--- src/tss_params.svh ---
/*
  constants for the time sync serial port: widths, frame layout, divider.
  assumes it is included by bare name wherever these figures are needed.
*/
`ifndef TSS_PARAMS_SVH
`define TSS_PARAMS_SVH

// ==========================================================
// time code frame
`define TSS_CODE_W 48
`define TSS_CODE_LAST 6'h2f
`define TSS_CNT_W 6
`define TSS_HB_BITS_LAST 7'h3f
`define TSS_BIT_W 7

// ==========================================================
// bit clock divider (core clocks per half period)
`define TSS_DIV_W 3
`define TSS_HALF_LAST 3'h3

`endif

--- src/tss_pkg.sv ---
/*
  types and helpers shared by the time sync serial port modules.
  assumes nothing beyond a single core clock domain.
*/
package tss_pkg;

  // ==========================================================
  // receive state
  typedef enum logic {RX_IDLE, RX_SHIFT} tss_rx_state_t;

  // ==========================================================
  // edge helpers on two consecutive samples
  function automatic logic tss_rose(input logic prev, input logic cur);
    return ~prev & cur;
  endfunction

  function automatic logic tss_fell(input logic prev, input logic cur);
    return prev & ~cur;
  endfunction

endpackage

--- src/tss_tick_if.sv ---
/*
  carrier between the port and its bit clock divider.
  assumes both ends run on the same core clock.
*/
`timescale 1ns/1ps
`include "tss_params.svh"

interface tss_tick_if;
  logic run;
  logic lvl;
  logic rise_pre;
  logic [`TSS_BIT_W-1:0] bit_idx;

  modport gen
  (
    input run,
    output lvl,
    output rise_pre,
    output bit_idx
  );

  modport usr
  (
    output run,
    input lvl,
    input rise_pre,
    input bit_idx
  );
endinterface

--- src/tss_port.sv ---
/*
  three-line time sync serial port: heartbeat, shift clock and time code.
  assumes drive_mode and time_in come from core logic on clk; the three
  line inputs come from pins and are synchronised here.
*/
`timescale 1ns/1ps
`include "tss_params.svh"

module tss_port
(
  input wire logic clk,
  input wire logic srst,
  input wire logic drive_mode,
  input wire logic [`TSS_CODE_W-1:0] time_in,
  input wire logic heartbeat_line_i,
  output logic heartbeat_line_o,
  output logic heartbeat_line_oe_n,
  input wire logic time_shift_clock_i,
  output logic time_shift_clock_o,
  output logic time_shift_clock_oe_n,
  input wire logic serial_time_code_i,
  output logic serial_time_code_o,
  output logic serial_time_code_oe_n,
  output logic tx_stamp,
  output logic [`TSS_CODE_W-1:0] rx_time,
  output logic rx_valid,
  output logic rx_hb_mark,
  output logic rx_frame_err
);

  tss_tick_if tick();

  tss_bit_divider u_div
  (
    .clk(clk),
    .srst(srst),
    .tick(tick)
  );

  // ==========================================================
  // direction
  logic mode_r;
  logic oe_n_r;

  always_ff @(posedge clk)
  begin
    if (srst)
    begin
      mode_r <= 1'b0;
      oe_n_r <= 1'b1;
    end
    else
    begin
      mode_r <= drive_mode;
      oe_n_r <= ~drive_mode;
    end
  end

  assign tick.run = mode_r;
  assign heartbeat_line_oe_n = oe_n_r;
  assign time_shift_clock_oe_n = oe_n_r;
  assign serial_time_code_oe_n = oe_n_r;
  assign time_shift_clock_o = tick.lvl;

  // ==========================================================
  // line synchronisers
  logic hb_s1, hb_s2, sc_s1, sc_s2, sc_s3, cd_s1, cd_s2;

  always_ff @(posedge clk)
  begin
    if (srst)
    begin
      {hb_s1, hb_s2, sc_s1, sc_s2, sc_s3, cd_s1, cd_s2} <= 7'h00;
    end
    else
    begin
      hb_s1 <= heartbeat_line_i;
      hb_s2 <= hb_s1;
      sc_s1 <= time_shift_clock_i;
      sc_s2 <= sc_s1;
      sc_s3 <= sc_s2;
      cd_s1 <= serial_time_code_i;
      cd_s2 <= cd_s1;
    end
  end

  // ==========================================================
  // transmit (driving) side
  logic hb_o_r, hb_o_nxt, code_o_r, code_o_nxt, stamp_r, stamp_nxt;
  logic [`TSS_CODE_W-1:0] tx_sh_r, tx_sh_nxt;

  always_comb
  begin
    hb_o_nxt = hb_o_r;
    code_o_nxt = code_o_r;
    tx_sh_nxt = tx_sh_r;
    stamp_nxt = 1'b0;
    if (!mode_r)
    begin
      hb_o_nxt = 1'b0;
      code_o_nxt = 1'b0;
    end
    else if (tick.rise_pre)
    begin
      if (tick.bit_idx == '0)
      begin
        hb_o_nxt = 1'b1;
        stamp_nxt = 1'b1;
        code_o_nxt = time_in[`TSS_CODE_W-1];
        tx_sh_nxt = {time_in[`TSS_CODE_W-2:0], 1'b0};
      end
      else
      begin
        hb_o_nxt = 1'b0;
        code_o_nxt = tx_sh_r[`TSS_CODE_W-1];
        tx_sh_nxt = {tx_sh_r[`TSS_CODE_W-2:0], 1'b0};
      end
    end
  end

  always_ff @(posedge clk)
  begin
    if (srst)
    begin
      hb_o_r <= 1'b0;
      code_o_r <= 1'b0;
      tx_sh_r <= '0;
      stamp_r <= 1'b0;
    end
    else
    begin
      hb_o_r <= hb_o_nxt;
      code_o_r <= code_o_nxt;
      tx_sh_r <= tx_sh_nxt;
      stamp_r <= stamp_nxt;
    end
  end

  assign heartbeat_line_o = hb_o_r;
  assign serial_time_code_o = code_o_r;
  assign tx_stamp = stamp_r;

  // ==========================================================
  // receive (sampling) side
  tss_pkg::tss_rx_state_t rx_st_r, rx_st_nxt;
  logic [`TSS_CODE_W-1:0] rx_sh_r, rx_sh_nxt, rx_time_r, rx_time_nxt;
  logic [`TSS_CNT_W-1:0] rx_cnt_r, rx_cnt_nxt;
  logic hb_prev_r, hb_prev_nxt, valid_r, valid_nxt;
  logic mark_r, mark_nxt, err_r, err_nxt;
  logic sc_fall, hb_start;

  always_comb
  begin
    sc_fall = ~mode_r & tss_pkg::tss_fell(sc_s3, sc_s2);
    hb_start = tss_pkg::tss_rose(hb_prev_r, hb_s2);
    rx_st_nxt = rx_st_r;
    rx_sh_nxt = rx_sh_r;
    rx_cnt_nxt = rx_cnt_r;
    rx_time_nxt = rx_time_r;
    hb_prev_nxt = hb_prev_r;
    valid_nxt = 1'b0;
    mark_nxt = 1'b0;
    err_nxt = 1'b0;
    if (mode_r)
    begin
      rx_st_nxt = tss_pkg::RX_IDLE;
      hb_prev_nxt = 1'b0;
    end
    else if (sc_fall)
    begin
      hb_prev_nxt = hb_s2;
      rx_sh_nxt = {rx_sh_r[`TSS_CODE_W-2:0], cd_s2};
      rx_cnt_nxt = rx_cnt_r + 1'b1;
      case (rx_st_r)
        tss_pkg::RX_IDLE:
        begin
          if (hb_start)
          begin
            mark_nxt = 1'b1;
            rx_cnt_nxt = '0;
            rx_st_nxt = tss_pkg::RX_SHIFT;
          end
        end
        tss_pkg::RX_SHIFT:
        begin
          if (hb_start)
          begin
            err_nxt = 1'b1;
            mark_nxt = 1'b1;
            rx_cnt_nxt = '0;
          end
          else if (rx_cnt_r == `TSS_CODE_LAST - 6'h01)
          begin
            rx_time_nxt = {rx_sh_r[`TSS_CODE_W-2:0], cd_s2};
            valid_nxt = 1'b1;
            rx_st_nxt = tss_pkg::RX_IDLE;
          end
        end
        default:
        begin
          rx_st_nxt = tss_pkg::RX_IDLE;
        end
      endcase
    end
  end

  always_ff @(posedge clk)
  begin
    if (srst)
    begin
      rx_st_r <= tss_pkg::RX_IDLE;
      rx_sh_r <= '0;
      rx_cnt_r <= '0;
      rx_time_r <= '0;
      hb_prev_r <= 1'b0;
      valid_r <= 1'b0;
      mark_r <= 1'b0;
      err_r <= 1'b0;
    end
    else
    begin
      rx_st_r <= rx_st_nxt;
      rx_sh_r <= rx_sh_nxt;
      rx_cnt_r <= rx_cnt_nxt;
      rx_time_r <= rx_time_nxt;
      hb_prev_r <= hb_prev_nxt;
      valid_r <= valid_nxt;
      mark_r <= mark_nxt;
      err_r <= err_nxt;
    end
  end

  assign rx_time = rx_time_r;
  assign rx_valid = valid_r;
  assign rx_hb_mark = mark_r;
  assign rx_frame_err = err_r;

  // ==========================================================
  // checks
  logic [7:0] chk_falls;

  always_ff @(posedge clk)
  begin
    if (srst || rx_hb_mark)
    begin
      chk_falls <= 8'h00;
    end
    else if (sc_fall)
    begin
      chk_falls <= chk_falls + 8'h01;
    end
  end
endmodule

--- src/tss_bit_divider.sv ---
/*
  bit clock divider: makes the outgoing bit clock level, a pulse in the
  cycle before each rising edge and the index of the bit that edge opens.
  assumes run comes from logic on the same clock.
*/
`timescale 1ns/1ps
`include "tss_params.svh"

module tss_bit_divider
(
  input wire logic clk,
  input wire logic srst,
  tss_tick_if.gen tick
);

  logic [`TSS_DIV_W-1:0] div_r;
  logic [`TSS_DIV_W-1:0] div_nxt;
  logic lvl_r;
  logic lvl_nxt;
  logic [`TSS_BIT_W-1:0] idx_r;
  logic [`TSS_BIT_W-1:0] idx_nxt;
  logic wrap;

  // ==========================================================
  // next state
  always_comb
  begin
    wrap = (div_r == `TSS_HALF_LAST);
    div_nxt = div_r + 1'b1;
    lvl_nxt = lvl_r;
    idx_nxt = idx_r;
    if (!tick.run)
    begin
      div_nxt = '0;
      lvl_nxt = 1'b0;
      idx_nxt = '0;
    end
    else if (wrap)
    begin
      div_nxt = '0;
      lvl_nxt = ~lvl_r;
      // index moves on the falling edge, ready for the next rise
      if (lvl_r)
      begin
        idx_nxt = (idx_r == `TSS_HB_BITS_LAST) ? '0 : idx_r + 1'b1;
      end
    end
  end

  always_ff @(posedge clk)
  begin
    if (srst)
    begin
      div_r <= '0;
      lvl_r <= 1'b0;
      idx_r <= '0;
    end
    else
    begin
      div_r <= div_nxt;
      lvl_r <= lvl_nxt;
      idx_r <= idx_nxt;
    end
  end

  assign tick.lvl = lvl_r;
  assign tick.rise_pre = tick.run & wrap & ~lvl_r;
  assign tick.bit_idx = idx_r;

endmodule

--- config.mk ---
export PLATFORM = sky130hd
export DESIGN_NAME = tss_port
export DESIGN_NICKNAME = d
export VERILOG_FILES = /design/src/tss_pkg.sv /design/src/tss_tick_if.sv /design/src/tss_port.sv /design/src/tss_bit_divider.sv
export VERILOG_INCLUDE_DIRS = /design/src
export SDC_FILE = /design/constraint.sdc
export NUM_CORES = 1
export LEC_CHECK = 0
export ABC_AREA = 0
export BUFFER_PORTS_ARGS = -buffer_cell sky130_fd_sc_hd__clkbuf_2
export CAP_MARGIN = 20
export CORE_MARGIN = 4
export CORE_UTILIZATION = 59
export CTS_BUF_LIST = sky130_fd_sc_hd__clkbuf_4
export DETAILED_ROUTE_END_ITERATION = 16
export PLACE_DENSITY_LB_ADDON = 0.08
export SKIP_LAST_GASP = 1
export SLEW_MARGIN = 25
export SYNTH_ARGS = -nofsm -noshare
export SYNTH_HDL_FRONTEND = slang
export SYNTH_SLANG_ARGS = --single-unit
--- constraint.sdc ---
create_clock -name clk -period 2.3 [get_ports clk]
set_input_delay 0.23 -clock clk [delete_from_list [all_inputs] [get_ports clk]]
set_output_delay 0.23 -clock clk [all_outputs]
set_load 0.005 [all_outputs]
==> impl_table.tex <==
\begin{tabular}{lr}
\hline
Metric & Value \\
\hline
\multicolumn{2}{l}{\textbf{Final layout}} \\
\quad Nets & 1012 \\
\quad Filler cell count & about 910 \\
\quad Number of inserted diodes & 0 \\
\quad Utilization after layout & 0.719 \\
\quad P\&R area growth vs syn & 19.2\% \\
\quad Final cell area excluding filler cells & 8640 sq um \\
\quad Share of layout cells above drive strength 1 & 0.164 \\
\multicolumn{2}{l}{\textbf{Floorplan}} \\
\quad Initial Utilization & 0.604 \\
\quad Die Footprint & between 10000 and 15000 sq um \\
\quad \# rows & 40 \\
\quad Die span in x & 119 microns \\
\quad Core footprint & 12000 sq um \\
\quad Top-level port count & 112 \\
\quad Die H & 119 microns \\
\multicolumn{2}{l}{\textbf{Detailed routing}} \\
\quad Count of nets left with antenna violations after detail routing & 0 \\
\quad Post-detailed-route DRC marker count & 0 \\
\quad Routed length per instance & about 14 microns \\
\quad Routed Wire Length & roughly 15 mm \\
\quad Vias after detailed routing & between 6000 and 7000 \\
\quad 1st-iter DRT viols & 389 \\
\quad Ratio of routed vias to standard cells & 5.50 \\
\quad First-pass iteration count of the detailed router & 5 \\
\multicolumn{2}{l}{\textbf{Pwr}} \\
\quad Pwr per Cell Area & 570 nW/um\^{}2 \\
\quad Leakage power total & 0.00307 uW \\
\quad Gate power share & 0.052 \\
\quad Internal power & around 3800 uW \\
\quad Sequential share of power & 0.622 \\
\quad Fraction of power spent switching nets & 0.218 \\
\quad Max rail drop VDD & about 0.30 mV \\
\quad Relative contribution of the clock network to total power & 0.325 \\
\quad Switching power & 1070 uW \\
\multicolumn{2}{l}{\textbf{Timing}} \\
\quad Hold Vio Cnt, Final & 0 \\
\quad Worst hold slack & 0.0970 ns \\
\quad Worst slew margin relative to its limit & 0.667 \\
\quad Total of endpoints with negative setup slack in the final report & 0 \\
\quad Smallest setup slack after layout & roughly 0.37 ns \\
\quad Worst Tran Pin Value & 0.499 ns \\
\quad Setup repair after global routing missed its margin & false \\
\quad Number of max-slew violations in the final report & 0 \\
\quad Worst-case clock skew & 0.0166 ns \\
\quad Setup TNS & 0 ns \\
\quad Period minus WS final & 1.93 ns \\
\quad Share of the clock period used by the worst path & 0.838 \\
\quad Achievable frequency & 519 MHz \\
\multicolumn{2}{l}{\textbf{Logic synthesis}} \\
\quad Number of warning messages in the yosys log & 0 \\
\quad Sequential cell area fraction in the yosys report & 0.486 \\
\quad Post-synthesis area per instance & approximately 8.7 sq um \\
\quad Synth cell types & 42 \\
\quad Post-synth design cell area & 7250 sq um \\
\quad Synth Flop Type & dfxtp\_1 \\
\quad Synth Net Count & 889 \\
\quad Seq cells post-synth & around 180 \\
\quad Synthesized netlist cell count & 829 \\
\quad Number of enable-type register cells in the synthesized netlist & 0 \\
\quad Share of flip-flops with an asynchronous set or reset after synthesis & 0 \\
\multicolumn{2}{l}{\textbf{Global routing}} \\
\quad Wire length of the first global-routing pass & around 27 mm \\
\quad Antenna violations before repair & 0 \\
\quad Total global routing track utilization & 0.227 \\
\quad Pin count of the biggest net entering global routing & 119 \\
\quad Vias in the first global route & about 5800 \\
\quad Total grt overflow & 0 \\
\multicolumn{2}{l}{\textbf{Critical path}} \\
\quad CP Capture Type & flop \\
\quad Cells along the critical path & ha\_1 > ha\_1 > and3b\_2 > buf\_12 > nor2\_1 > a311oi\_1 \\
\quad Arrival time of data at the critical path endpoint & 2.38 ns \\
\quad Critical path's most frequent cell & ha\_1 \\
\quad Critical path required time & 2.76 ns \\
\quad Delay of the slowest cell on the worst path & 0.44 ns \\
\quad Cell family with most CP delay & adder cells \\
\quad Worst Path Class, Setup & reg2reg \\
\quad Buffering stage count on the worst path with inverters included & 1 \\
\quad Startpoint types & flop \\
\quad Slowest CP cell & and3b\_2 \\
\quad Biggest fanout along the worst timing path & 34 \\
\multicolumn{2}{l}{\textbf{CTS}} \\
\quad Clock root buffer & clkbuf\_4 \\
\quad Latest clock arrival within the worst-skew pair & $\sim$0.55 ns \\
\quad H-Tree Level Count & 4 \\
\quad Cts bufs inserted & 17 \\
\quad Post-cts sizing count & 0 \\
\quad CTS tree & done \\
\quad Bufs on Longest Clock Path & 2 \\
\quad Clock transition time at the flip-flop clock pins of the worst setup and hold paths & 0.12 ns \\
\quad Clock sink count & 176 \\
\multicolumn{2}{l}{\textbf{Placed design}} \\
\quad DP Area & 7880 sq um \\
\quad Port-buffer cells & 111 \\
\quad HPWL reported at the end of detailed placement & 9.55 mm \\
\quad GP Congestion & 0.784 \\
\quad Worst slack after detailed placement & around 0.42 ns \\
\multicolumn{2}{l}{\textbf{Min path}} \\
\quad Type of the tightest min-delay check & in2reg \\
\multicolumn{2}{l}{\textbf{Flow run}} \\
\quad Number of max-cap violations & 0 \\
\multicolumn{2}{l}{\textbf{Run status}} \\
\quad Outcome & complete, no violations \\
\hline
\end{tabular}
[path summary, 6_finish.rpt]
path	depth (start not counted)	start	slack (ns)	end
min	2	srst	0.1	rx_sh_r[5]
max	6	u_div.div_r[0]	0.37	tx_sh_r[21]
max reg2reg	6	u_div.div_r[0]	0.37	tx_sh_r[21]
min reg2reg	1	u_div.div_r[0]	0.44	u_div.div_r[0]
[area by class of cell]
type	instances	area, sq um	share of cell area
multi-input combinational	572	3400	0.393
sequential	176	3520	0.408
clock buffer	20	150	0.0174
clock inverter	9	95.1	0.0110
tap	147	184	0.0213
inverter	7	26.3	0.00304
timing repair buffer	178	1270	0.147
[per-stage QoR]
step / std cells / power (uW)
after floorplan: 829 / 3240
after global placement: 1028 / 3310
after detailed placement: 1028 / 3310
after CTS: 1109 / 4960
after global routing: 1109 / 5150
final: 1109 / 4920
[per-layer routing]
layer  vias to the layer above  track usage  wire, microns
li1                       3097            -              -
met4                         0       0.0905            314
met1                      2790        0.288           6930
met2                       176        0.369           7390
met5                         -            0              0
met3                        36       0.0584            863
[cells by family after synthesis]
logic type,count (synthesis),synth area share
xor+xnor,2,0.00242
compound gates,167,0.143
flops,176,0.486
mux,49,0.0677
fa+ha+maj,6,0.0104
buf+inv,81,0.0480
simple gates,348,0.243
[power groups by stage]
stage	combinational [uW]	sequential, uW	clock (uW)
2_1_floorplan	111	3130	0
3_3_place_gp	179	3130	0
3_5_place_dp	182	3130	0
4_1_cts	251	3060	1650
5_1_grt	284	3070	1800
6_report	258	3060	1600
[synthesized netlist by cell type (4+ instances only)]
cell type,number,area (sq um)
nor3_1,4,20.0
dfxtp_1,176,3520
nand2b_1,99,619
buf_2,8,40.0
ha_1,6,75.1
o21ai_1,20,100
o21ai_0,34,170
buf_4,5,37.5
a311oi_1,46,403
nand2_1,107,402
inv_1,7,26.3
mux2i_1,49,490
nand3_1,51,255
nor2b_1,11,68.8
buf_1,5,18.8
or3_1,6,37.5
a21oi_1,57,285
clkbuf_1,54,203
nor2_1,51,191
[cells in the final DEF (no fill, tap or decap), types with 7 or more instances in the layout]
cell           netlist  routed
a21oi_1             57      57
a311oi_1            46      46
buf_4                5      10
clkbuf_2             0     110
clkbuf_4             0      20
dfxtp_1            176     176
dlygate4sd3_1        0      52
inv_1                7       7
mux2i_1             49      49
nand2_1            107     107
nand2b_1            99      99
nand3_1             51      51
nor2_1              51      51
nor2b_1             11      10
o21ai_0             34      34
o21ai_1             20      20
[sequential cells by signal (all words and copies together) (netlist names), 3 cells and up]
register,flops
rx_time,48
rx_cnt_r,6
tx_sh_r,47
rx_sh_r,47
u_div.tick.bit_idx,7
u_div.div_r,3
[what timing repair did]
| action | CTS | global route |
|---|---|---|
| setup buffers | 0 | 0 |
| hold buffers | 52 | 0 |
| hold endpoints to repair | 53 | 0 |
(Power assumes the default switching activity.)
